**src/hw/io_ctl_pkg.sv**
```systemverilog
/*
 * Constants, port map and carrier types for the dedicated I/O control ports.
 * Assumes a 10 MHz system clock and a host I/O bus that gives one-cycle read
 * and write strobes on the same clock.
 */
// Behaviour
// - Index port write picks which configuration register the data port reaches.
// - Index port reads back the last value written.
// - Fast-gate read enables internal address gate, returns all ones; write disables.
// - Address line 20 passes if internal gate or keyboard controller gate enables.
// - Internal address gate is off after reset.
// - System control port bit 1 is the internal address gate.
// - Fast-gate port and system control bit 1 share one state.
// - Fast-gate port decoded only while special features are enabled.
// - Fast-reset port read starts a CPU reset and returns all ones.
// - CPU reset also follows the keyboard controller reset request.
// - Writing 1 to system control bit 0 resets CPU after delay, 16-cycle pulse.
// - System control reset bit holds until rewritten or device reset.
// - Fast-reset port off when features disabled; system control reset always works.
// - Slow port write enables slowing and modulation; fast port write disables slowing.
// - Fast port write stops modulation only while the full-speed pin is high.
// - A CPU clock change by a speed port issues a 1 ms CPU-only reset.
// - Speed ports decoded only while special features are enabled.
// - Speed port reads return undefined data and have no effect.
// - Unlock port permits, lock port blocks writes to E8h..EFh.
// - Lock feature inactive and lock port reads undefined when features disabled.
// - NMI control write with bit 7 low enables NMI from channel check or parity.
// - Each NMI source has its own enable bit in second control port.
// - Second control port bits 0..3 read/write, reset to 0; bits 4..7 read-only.
// - Bus control bit 7 low enables special feature decodes, high disables.
// - Channel gate low lets channel check low raise NMI; high ignores it.
// - Parity gate low lets parity errors raise NMI; high blocks them.
// - Writing 1 to the parity gate clears the parity error flag.
package io_ctl_pkg;

  ////////////////////////////////////////////////////////////////////////////////
  localparam logic [9:0] SYSTEM_CTL_B = 10'h061;
  localparam logic [9:0] NMI_MASK_PORT = 10'h070;
  localparam logic [9:0] PS2_SYSTEM_CTL_A = 10'h092;
  localparam logic [9:0] LOCK_RANGE_LO = 10'h0E8;
  localparam logic [9:0] LOCK_RANGE_HI = 10'h0EF;
  localparam logic [9:0] CONFIG_INDEX = 10'h0EC;
  localparam logic [9:0] CONFIG_DATA_WINDOW = 10'h0ED;
  localparam logic [9:0] FAST_GATE_A20 = 10'h0EE;
  localparam logic [9:0] FAST_CPU_RESTART = 10'h0EF;
  localparam logic [9:0] SLOW_SPEED_TRIGGER = 10'h0F4;
  localparam logic [9:0] FULL_SPEED_TRIGGER = 10'h0F5;
  localparam logic [9:0] CONFIG_LOCK = 10'h0F9;
  localparam logic [9:0] CONFIG_UNLOCK = 10'h0FB;

  ////////////////////////////////////////////////////////////////////////////////
  localparam int BUS_CONTROL_REG_VSF_BIT = 7;
  localparam int NMI_MASK_BIT = 7;
  localparam int CTL_A_RESET_BIT = 0;
  localparam int CTL_A_GATE_BIT = 1;
  localparam int CTL_B_TIMER_GATE_BIT = 0;
  localparam int CTL_B_SPEAKER_BIT = 1;
  localparam int CTL_B_PARITY_GATE_BIT = 2;
  localparam int CTL_B_CHANNEL_GATE_BIT = 3;
  localparam logic [7:0] ALL_ONES = 8'hFF;
  localparam logic [5:0] CTL_A_FILL = 6'h3F;
  localparam logic [7:0] INDEX_RESET = 8'h00;
  localparam logic [3:0] CTL_B_RESET = 4'h0;
  localparam logic UNLOCKED_RESET = 1'b1;

  ////////////////////////////////////////////////////////////////////////////////
  localparam int CLK_PERIOD_NS = 100;
  localparam int RESET_DELAY_NS = 6720;
  localparam int RESET_DELAY_CYCLES = (RESET_DELAY_NS + CLK_PERIOD_NS - 1) / CLK_PERIOD_NS;
  localparam int RESET_PULSE_CYCLES = 16;
  localparam int SPEED_RESET_US = 1;
  localparam int SPEED_RESET_MS = 1;
  localparam int SPEED_RESET_CYCLES_DEF = (SPEED_RESET_MS * 1000000) / CLK_PERIOD_NS;
  localparam int TIMER_W = 14;

  ////////////////////////////////////////////////////////////////////////////////
  typedef struct packed {
    logic rd;
    logic wr;
    logic [9:0] addr;
    logic [7:0] wdata;
  } io_req_t;

  typedef struct packed {
    logic kbc_gate_a20;
    logic kbc_reset_request_n;
    logic full_speed_pin;
    logic channel_check_in_n;
    logic parity_error_in;
  } pins_t;

  localparam pins_t PINS_IDLE = '{kbc_gate_a20: 1'b0, kbc_reset_request_n: 1'b1,
    full_speed_pin: 1'b0, channel_check_in_n: 1'b1, parity_error_in: 1'b0};

  typedef enum logic [1:0] {ST_IDLE, ST_DELAY, ST_PULSE, ST_SPEED} reset_state_t;

endpackage : io_ctl_pkg

```
**src/hw/io_ctl_ports.sv**
```systemverilog
/*
 * Dedicated I/O control ports: configuration index/data pair, fast address
 * gate and fast CPU reset, speed triggers, configuration lock, NMI gating.
 * Assumes the host strobes rd or wr for one clk_sys cycle and that cfg_rdata
 * follows cfg_index combinationally from the configuration register file.
 */
module io_ctl_ports
  import io_ctl_pkg::*;
#(
  parameter int SPEED_RESET_CYCLES = SPEED_RESET_CYCLES_DEF
) (
  input wire logic clk_sys,
  input wire logic sys_rst,
  input wire io_req_t io_req,
  output logic io_hit,
  output logic [7:0] io_rdata,
  output logic io_rdata_valid,
  input wire logic [7:0] bus_control_reg,
  output logic [7:0] cfg_index,
  output logic [7:0] cfg_wdata,
  output logic cfg_wr,
  output logic cfg_rd,
  input wire logic [7:0] cfg_rdata,
  input wire pins_t pins,
  input wire logic timer2_out,
  input wire logic refresh_toggle,
  output logic a20_out,
  output logic cpu_reset,
  output logic cpu_clock_slow,
  output logic snoop_modulate_en,
  output logic timer2_gate,
  output logic speaker_data,
  output logic nmi
);

  // Refused at elaboration: the timer cannot count it
  // Longer speed resets need a wider timer
  if (SPEED_RESET_CYCLES < 1 || SPEED_RESET_CYCLES >= (1 << TIMER_W)) begin : g_speed_range
    $error("SPEED_RESET_CYCLES out of range");
  end

  ////////////////////////////////////////////////////////////////////////////////
  // Pin synchronisers
  pins_t pin_meta;
  pins_t pin_sync;

  always_ff @(posedge clk_sys) begin
    if (sys_rst) begin
      pin_meta <= PINS_IDLE;
      pin_sync <= PINS_IDLE;
    end else begin
      pin_meta <= pins;
      pin_sync <= pin_meta;
    end
  end

  ////////////////////////////////////////////////////////////////////////////////
  // Decode
  function automatic logic hit(input logic [9:0] a, input logic [9:0] port);
    return a == port;
  endfunction : hit

  logic special_features_disable_n;
  logic unlocked;
  logic write_ok;
  logic rd;
  logic wr;

  // Bit high means the feature decodes are off
  assign special_features_disable_n = bus_control_reg[BUS_CONTROL_REG_VSF_BIT];
  assign rd = io_req.rd;
  assign wr = io_req.wr;
  // Lock only bites while the features are enabled
  assign write_ok = !(io_req.addr >= LOCK_RANGE_LO && io_req.addr <= LOCK_RANGE_HI)
    || unlocked || special_features_disable_n;

  logic dec_idx;
  logic dec_data;
  logic dec_gate;
  logic dec_fast_rst;
  logic dec_slow;
  logic dec_full;
  logic dec_lock;
  logic dec_unlock;
  logic dec_ctl_a;
  logic dec_ctl_b;
  logic dec_nmi;

  always_comb begin
    dec_idx = hit(io_req.addr, CONFIG_INDEX);
    dec_data = hit(io_req.addr, CONFIG_DATA_WINDOW);
    dec_gate = hit(io_req.addr, FAST_GATE_A20) && !special_features_disable_n;
    dec_fast_rst = hit(io_req.addr, FAST_CPU_RESTART) && !special_features_disable_n;
    dec_slow = hit(io_req.addr, SLOW_SPEED_TRIGGER) && !special_features_disable_n;
    dec_full = hit(io_req.addr, FULL_SPEED_TRIGGER) && !special_features_disable_n;
    dec_lock = hit(io_req.addr, CONFIG_LOCK) && !special_features_disable_n;
    dec_unlock = hit(io_req.addr, CONFIG_UNLOCK) && !special_features_disable_n;
    dec_ctl_a = hit(io_req.addr, PS2_SYSTEM_CTL_A);
    dec_ctl_b = hit(io_req.addr, SYSTEM_CTL_B);
    dec_nmi = hit(io_req.addr, NMI_MASK_PORT);
  end

  assign io_hit = dec_idx || dec_data || dec_gate || dec_fast_rst || dec_slow || dec_full
    || dec_lock || dec_unlock || dec_ctl_a || dec_ctl_b || dec_nmi;

  ////////////////////////////////////////////////////////////////////////////////
  // Configuration index and data window
  always_ff @(posedge clk_sys) begin
    if (sys_rst) begin
      cfg_index <= INDEX_RESET;
    end else if (wr && dec_idx && write_ok) begin
      cfg_index <= io_req.wdata;
    end
  end

  assign cfg_wr = wr && dec_data && write_ok;
  assign cfg_rd = rd && dec_data;
  assign cfg_wdata = io_req.wdata;

  ////////////////////////////////////////////////////////////////////////////////
  // Configuration lock
  always_ff @(posedge clk_sys) begin
    if (sys_rst) begin
      unlocked <= UNLOCKED_RESET;
    end else if (wr && dec_unlock) begin
      unlocked <= 1'b1;
    end else if (wr && dec_lock) begin
      unlocked <= 1'b0;
    end
  end

  ////////////////////////////////////////////////////////////////////////////////
  // Address line 20 gate, shared by fast-gate port and control bit 1
  logic int_gate;

  always_ff @(posedge clk_sys) begin
    if (sys_rst) begin
      int_gate <= 1'b0;
    end else if (rd && dec_gate) begin
      int_gate <= 1'b1;
    end else if (wr && dec_gate && write_ok) begin
      int_gate <= 1'b0;
    end else if (wr && dec_ctl_a) begin
      int_gate <= io_req.wdata[CTL_A_GATE_BIT];
    end
  end

  assign a20_out = int_gate || pin_sync.kbc_gate_a20;

  ////////////////////////////////////////////////////////////////////////////////
  // Speed control
  logic full_write;
  logic slow_write;
  logic speed_change;

  assign slow_write = wr && dec_slow;
  assign full_write = wr && dec_full;
  assign speed_change = (slow_write && !cpu_clock_slow) || (full_write && cpu_clock_slow);

  always_ff @(posedge clk_sys) begin
    if (sys_rst) begin
      cpu_clock_slow <= 1'b0;
    end else if (slow_write) begin
      cpu_clock_slow <= 1'b1;
    end else if (full_write) begin
      cpu_clock_slow <= 1'b0;
    end
  end

  always_ff @(posedge clk_sys) begin
    if (sys_rst) begin
      snoop_modulate_en <= 1'b0;
    end else if (slow_write) begin
      snoop_modulate_en <= 1'b1;
    end else if (full_write && pin_sync.full_speed_pin) begin
      snoop_modulate_en <= 1'b0;
    end
  end

  ////////////////////////////////////////////////////////////////////////////////
  // CPU reset sequencer
  logic reset_latch;
  logic fast_trigger;
  reset_state_t state;
  logic [TIMER_W-1:0] timer;
  logic cpu_pulse;

  // Only a 0 to 1 step of the latch starts a port A reset; rewriting 1 does not repeat it
  assign fast_trigger = (rd && dec_fast_rst)
    || (wr && dec_ctl_a && io_req.wdata[CTL_A_RESET_BIT] && !reset_latch);

  always_ff @(posedge clk_sys) begin
    if (sys_rst) begin
      reset_latch <= 1'b0;
    end else if (wr && dec_ctl_a) begin
      reset_latch <= io_req.wdata[CTL_A_RESET_BIT];
    end
  end

  // A speed reset in progress is not cut short by a fast reset request
  always_ff @(posedge clk_sys) begin
    if (sys_rst) begin
      state <= ST_IDLE;
      timer <= '0;
    end else begin
      unique case (state)
        ST_IDLE: begin
          if (speed_change) begin
            state <= ST_SPEED;
            timer <= TIMER_W'(SPEED_RESET_CYCLES - 1);
          end else if (fast_trigger) begin
            state <= ST_DELAY;
            timer <= TIMER_W'(RESET_DELAY_CYCLES - 1);
          end
        end
        ST_DELAY: begin
          if (timer == '0) begin
            state <= ST_PULSE;
            timer <= TIMER_W'(RESET_PULSE_CYCLES - 1);
          end else begin
            timer <= timer - 1'b1;
          end
        end
        ST_PULSE, ST_SPEED: begin
          if (timer == '0) begin
            state <= ST_IDLE;
          end else begin
            timer <= timer - 1'b1;
          end
        end
      endcase
    end
  end

  assign cpu_pulse = state == ST_PULSE;
  assign cpu_reset = cpu_pulse || state == ST_SPEED || !pin_sync.kbc_reset_request_n;

  ////////////////////////////////////////////////////////////////////////////////
  // Second control port and NMI
  logic [3:0] ctl_b;
  logic parity_error_flag;
  logic channel_error_flag;
  logic nmi_enabled;
  logic channel_nmi_gate;
  logic parity_nmi_gate;

  assign parity_nmi_gate = ctl_b[CTL_B_PARITY_GATE_BIT];
  assign channel_nmi_gate = ctl_b[CTL_B_CHANNEL_GATE_BIT];
  assign timer2_gate = ctl_b[CTL_B_TIMER_GATE_BIT];
  assign speaker_data = ctl_b[CTL_B_SPEAKER_BIT];

  always_ff @(posedge clk_sys) begin
    if (sys_rst) begin
      ctl_b <= CTL_B_RESET;
    end else if (wr && dec_ctl_b) begin
      ctl_b <= io_req.wdata[3:0];
    end
  end

  // Set wins over the clearing write
  always_ff @(posedge clk_sys) begin
    if (sys_rst) begin
      parity_error_flag <= 1'b0;
    end else if (pin_sync.parity_error_in && !parity_nmi_gate) begin
      parity_error_flag <= 1'b1;
    end else if (wr && dec_ctl_b && io_req.wdata[CTL_B_PARITY_GATE_BIT]) begin
      parity_error_flag <= 1'b0;
    end
  end

  always_ff @(posedge clk_sys) begin
    if (sys_rst) begin
      channel_error_flag <= 1'b0;
    end else if (!pin_sync.channel_check_in_n && !channel_nmi_gate) begin
      channel_error_flag <= 1'b1;
    end else if (wr && dec_ctl_b && io_req.wdata[CTL_B_CHANNEL_GATE_BIT]) begin
      channel_error_flag <= 1'b0;
    end
  end

  always_ff @(posedge clk_sys) begin
    if (sys_rst) begin
      nmi_enabled <= 1'b0;
    end else if (wr && dec_nmi) begin
      nmi_enabled <= !io_req.wdata[NMI_MASK_BIT];
    end
  end

  always_ff @(posedge clk_sys) begin
    if (sys_rst) begin
      nmi <= 1'b0;
    end else begin
      nmi <= nmi_enabled && ((parity_error_flag && !parity_nmi_gate)
        || (channel_error_flag && !channel_nmi_gate));
    end
  end

  ////////////////////////////////////////////////////////////////////////////////
  // Read data
  logic [7:0] next_rdata;

  always_comb begin
    next_rdata = ALL_ONES;
    if (dec_idx) begin
      next_rdata = cfg_index;
    end else if (dec_data) begin
      next_rdata = cfg_rdata;
    end else if (dec_ctl_a) begin
      next_rdata = {CTL_A_FILL, int_gate, reset_latch};
    end else if (dec_ctl_b) begin
      next_rdata = {parity_error_flag, channel_error_flag, timer2_out, refresh_toggle, ctl_b};
    end
  end

  always_ff @(posedge clk_sys) begin
    if (sys_rst) begin
      io_rdata <= ALL_ONES;
      io_rdata_valid <= 1'b0;
    end else begin
      io_rdata_valid <= rd;
      if (rd) begin
        io_rdata <= next_rdata;
      end
    end
  end
endmodule : io_ctl_ports

```
**config.mk**
```make
export PLATFORM = sky130hd
export DESIGN_NAME = io_ctl_ports
export DESIGN_NICKNAME = d
export VERILOG_FILES = /design/src/hw/io_ctl_pkg.sv /design/src/hw/io_ctl_ports.sv
export SDC_FILE = /design/constraint.sdc
export NUM_CORES = 1
export LEC_CHECK = 0
export ABC_AREA = 1
export BUFFER_PORTS_ARGS = -buffer_cell sky130_fd_sc_hd__clkbuf_2
export CORE_MARGIN = 1.5
export CORE_UTILIZATION = 50
export DETAILED_ROUTE_END_ITERATION = 8
export PLACE_DENSITY = 0.76
export SYNTH_ARGS = -nofsm -noshare
export SYNTH_HDL_FRONTEND = slang
export SYNTH_SLANG_ARGS = --single-unit
export TNS_END_PERCENT = 10
```
**constraint.sdc**
```tcl
create_clock -name clk_sys -period 4.8 [get_ports clk_sys]
set_clock_uncertainty 0.1 [all_clocks]
set_input_delay 0.24 -clock clk_sys [delete_from_list [all_inputs] [get_ports clk_sys]]
set_output_delay 0.24 -clock clk_sys [all_outputs]
set_load 0.05 [all_outputs]
```
# Word level (Yosys, flattened, before mapping)
# Index checks and enable logic that the tools add are counted.
dict set report word_totals {
  in_bits 45
  word_cells 144
  regBits 56
  output_inout_bits 35
}
dict set report classes {
  eq_ne 18
  mux 25
  n_reduce_logical 73
  addsub 1
  order_cmp 2
}
# op n
set ops {}
lappend ops {{10-bit by 8-bit == test with 1-bit output, second input constant} 9}
lappend ops {{14-bit 2-to-1 mux} 4}
lappend ops {{14-bit case mux with 3 select lines} 1}
lappend ops {{1-bit logical AND} 35}
lappend ops {{8-bit 2-to-1 mux} 4}
lappend ops {{10-bit by 7-bit == test with 1-bit output, second input constant} 2}
lappend ops {{1-bit logical OR} 18}
lappend ops {{14-bit zero test} 1}
lappend ops {{14-bit by 1-bit subtractor with 14-bit output, second input constant} 1}
lappend ops {{1-bit 2-to-1 mux} 11}
lappend ops {{10-bit by 8-bit greater-or-equal comparator with 1-bit output, second input constant} 1}
lappend ops {{10-bit by 8-bit <= comparator with 1-bit output, second input constant} 1}
lappend ops {{1-bit zero test} 9}
lappend ops {{2-bit 2-to-1 mux} 4}
lappend ops {{2-bit nonzero test} 4}
lappend ops {{2-bit != test, second input constant} 3}
lappend ops {{2-bit case mux with 3 select lines} 1}
lappend ops {{2-bit == test, second input constant} 2}
lappend ops {{2-bit OR reduction} 2}
lappend ops {{3-bit != test, second input constant} 1}
lappend ops {{3-bit AND reduction} 1}
lappend ops {{3-bit nonzero test} 1}
lappend ops {{2-bit by 1-bit == test with 1-bit output, second input constant} 1}
lappend ops {{2-bit zero test} 1}
lappend ops {{2-bit AND reduction} 1}

# Longest topological paths before layout
dict set report depth {
  depth_word 11
  mapped_depth 11
}

# Worst setup path before layout
# OpenSTA, ideal clock, no wires.
dict set report synth_timing {
  path_type {input port to output port}
  startpoint {input port io_req[13] in the netlist's numbering}
  endpoint {output port cfg_wr}
  slack_ns 2.418
  path_stages 7
  required_time_ns 4.460
  n_path_buf 1
  arrival_time_ns 2.042
  path_cell_list {inv_1 nor2_2 nand2_1 nor3_1 nand3_1 buf_2 nor3_1}
}
dict set report synth_via {
  elab_chain_cells 6
}
# item line
set synth_lines {}
lappend synth_lines {{start: declaration} io_ctl_ports.sv:14} ;# input wire io_req_t io_req,
lappend synth_lines {{10-bit by 8-bit greater-or-equal comparator with 1-bit output / 10-bit by 8-bit <= comparator with 1-bit output (equally long branches)} io_ctl_ports.sv:74} ;# assign write_ok = !(io_req.addr >= LOCK_RANGE_LO && io_req.addr <= LOCK_RANGE_HI)
lappend synth_lines {{1-bit logical AND} io_ctl_ports.sv:74}
lappend synth_lines {{1-bit zero test} io_ctl_ports.sv:74}
lappend synth_lines {{1-bit logical OR (2 in a row)} io_ctl_ports.sv:75} ;# || unlocked || special_features_disable_n;
lappend synth_lines {{1-bit logical AND (*)} io_ctl_ports.sv:116} ;# assign cfg_wr = wr && dec_data && write_ok;
lappend synth_lines {{end: declaration} io_ctl_ports.sv:21} ;# output logic cfg_wr,
# Every way passes the cells marked *; elsewhere a longest branch is shown, timed or not.

# Final worst setup path
# Ends and elaborated chain as after synthesis.

==> results by group <==
Outcome
  • Status: finished, final reports clean

Placement
  • DP Wirelength: between 5 and 6 mm
  • Number of I/O port buffers: just over 70
  • Pre-CTS WS: roughly 2500 ps
  • Post-DP Area: 3330 sq um
  • GP Congestion: roughly 0.95

Finish
  • FF+latch area: ~1100 sq um
  • Layout cells sized above 1: 23.2%
  • Finished Cell Area: 3420 sq um
  • Area Overhead vs Synth: 14.3%
  • Final nets: ~540
  • FILL cells: about 500
  • Multi-input logic area: 1540 sq um
  • Antenna Cells: 0

Clocking
  • Setup Fix Bufs, Post-CTS: 0
  • Clk root buf: clkbuf_8
  • Post-CTS Hold Buffers: 0
  • H-tree Lvls: 2
  • CTS max path bufs: 2
  • Clock latency on the worst-skew pair: just over 300 ps
  • Post-CTS sizing: 0
  • CTS clk-pin slew, worst paths: approximately 90 ps
  • Clk sink count: between 50 and 60
  • TritonCTS clock tree: yes
  • Num CTS Buffers: 5

Setup path
  • CP Launch Type: primary input
  • Slowest-stage cell, CP: nand3_1
  • Cell family with the largest share of critical-path delay: simple AND/OR/NAND/NOR gates
  • Largest stage delay, worst path: between 400 and 500 ps
  • Cell Chain, Critical Path: clkbuf_2 > inv_1 > nor2_2 > nand2_1 > nor3_1 > nand3_1 > nor3_1 > clkbuf_2
  • Critical path fanouts, max: 11
  • FF-to-FF path depth: 9
  • CP required: around 4500 ps
  • Crit. path cell count: 8
  • Kind of critical path: primary input to output port
  • Setup crit end kind: output port
  • Crit path DAT: 1970 ps
  • Buffer and inverter count on the worst path: 3

Floorplanning
  • Die area: 6460 sq um
  • Initial core utilization: between 50% and 60%
  • Die X: about 80 um
  • Num ports: 80
  • Die height: approximately 80 um
  • Rows: 27
  • Core Region: between 5000 and 6000 sq um

Yosys
  • Synth Net Count: 484
  • Post-synth ARST share: 0%
  • Seq/Total Area, Yosys: about 37%
  • Yosys cell types: 36
  • Synthesized area per cell: 6.83 sq um
  • Synthesized instance count: approximately 440
  • Area share of the largest cell type after synthesis: roughly 37%
  • Yosys top cell by area: dfxtp_1
  • Synth area leaders: dfxtp_1 37%, nand2_1 9.8%, nor2_1 7.7%
  • Cell Area, Synth: 2990 sq um
  • Syn. warnings: 0
  • Post-synth top cells: 78 x nand2_1, 61 x nor2_1, 56 x dfxtp_1
  • Most numerous cell in the Yosys netlist: nand2_1
  • Post-synthesis register bit count: 56
  • Number of synthesized flops with an enable pin: 0
  • Ys flop type: dfxtp_1

Timing
  • Period utilization: about half
  • Worst-margin pin slew: 732 ps
  • Slew Viols, Final: 0
  • Crit path time final: 2310 ps
  • RSZ-0062 raised after global routing: no
  • Endpoints failing setup: 0
  • Final Hold Viols: 0
  • WHS: approximately 9 ps
  • Worst slew margin: a little over 50%
  • Final setup TNS: 0 ps
  • Setup ws final: about 2500 ps
  • Fmax: approximately 430 MHz

Global routing
  • Tot GR Track Use: 23.3%
  • GRT overflow: 0
  • Largest net degree at the start of global routing: 36
  • Initial antenna violation count: 0
  • First-pass GRT wire length: 11.9 mm
  • Vias in the first global route: 2,713

Drt
  • Via count: between 2,000 and 3,000
  • WL/cell: about 13 um
  • Pre-antenna DRT Iters: 5
  • Vias per Instance: roughly 5.2
  • DRC: 0
  • Post-DRT Antenna Nets: 0
  • Final WL: a little over 7 mm
  • 1st-iter DRT viols: approximately 150

Power and ir drop
  • Maximum vdd drop: between 200 and 250 uV
  • Leakage power: 1.63 nW
  • Overall power: ~1.4 mW
  • PD cells: 406 nW/um^2

Flow run
  • Max Cap Violations: 0

Min path
  • Hold Path Stages: 2
  • HP Class: primary input to register
==> area by class of cell <==
type,instances,area share (%)
clock inverters,2,0.402
repair buffers,72,10.5
multi-input cells,306,45.0
well taps,72,2.63
clock buffers,6,2.41
inverters,57,6.25
flip-flops and latches,56,32.8
==> cell usage in the layout (no fill, tap or decap) <==
cell,synthesis,final
xor2_1,6,6
inv_6,0,1
nor2_4,2,2
clkinv_2,0,1
o211ai_1,1,1
o22ai_1,8,8
ha_1,1,1
clkinv_1,1,1
o31ai_1,2,2
o21ai_0,34,34
dfxtp_1,56,56
clkbuf_2,0,72
o21a_1,1,1
clkbuf_8,0,6
nand2_1,78,78
a21oi_2,5,5
nand4_2,1,1
nand3_1,24,24
nand3_2,2,2
nand4_1,12,12
o21ai_1,4,4
nor3_1,7,7
nand2_4,1,1
xnor2_1,1,1
nor2_2,5,5
nand3b_1,2,2
a21oi_1,27,27
or2_2,6,6
inv_1,54,54
nor2_1,61,61
inv_2,2,2
or3_1,1,1
nor4_2,1,1
o21bai_1,2,2
o21bai_4,1,1
nand2_2,10,10
==> state kept, by name (all words and copies together), names as in the netlist, 2 cells and up <==
name       cells
cfg_index      8
pin_sync       5
io_rdata       8
state          2
timer         14
pin_meta       5
ctl_b          4
==> final timing paths <==
kind / slack [ps] / start / end
max reg2reg: 2720 / timer[0]$_SDFFE_PP0P_ / timer[8]$_SDFFE_PP0P_
min reg2reg: 320 / pin_meta[0]$_SDFF_PP0_ / pin_sync[0]$_SDFF_PP0_
min: 9 / pins[1] / pin_meta[1]$_SDFF_PP1_
max: 2490 / io_req[13] / cfg_wr
==> where the power goes <==
group          total, mW  internal (mW)  switching (mW)
sequential         0.545          0.504          0.0413
clock              0.272          0.118           0.154
combinational      0.571          0.186           0.385
total               1.39          0.808           0.581
==> per-stage QoR <==
step                      utilization [%]  instances
final                                60.7        571
after global routing                 60.7        571
after CTS                            60.7        571
after detailed placement             58.9        563
after global placement               58.9        563
after floorplan                         -        438
==> logic make-up (layout without fill, tap and decap cells) <==
| kind of cell | after synthesis | in the layout | synth area share (%) |
|---|---|---|---|
| AND/OR/NAND/NOR | 213 | 213 | 32.9 |
| AO/OA/AOI/OAI | 85 | 85 | 16.1 |
| buffers and inverters | 76 | 137 | 11.1 |
| flip-flops | 56 | 56 | 37.5 |
| XOR/XNOR | 7 | 7 | 2.05 |
| adder cells (fa/ha/maj) | 1 | 1 | 0.418 |
==> metal layers <==
metal  wire (um)  vias to the layer above  share of wire [%]  GRT usage (%)
met5           0                        -                  0              0
met4          68                        0               0.94           6.72
met3         437                        6                6.1           3.64
met2        3350                       97                 46           39.2
met1        3360                     1353                 47           30.8
li1            -                     1536                  -              -
No activity file was read; power rests on OpenSTA's default activity.
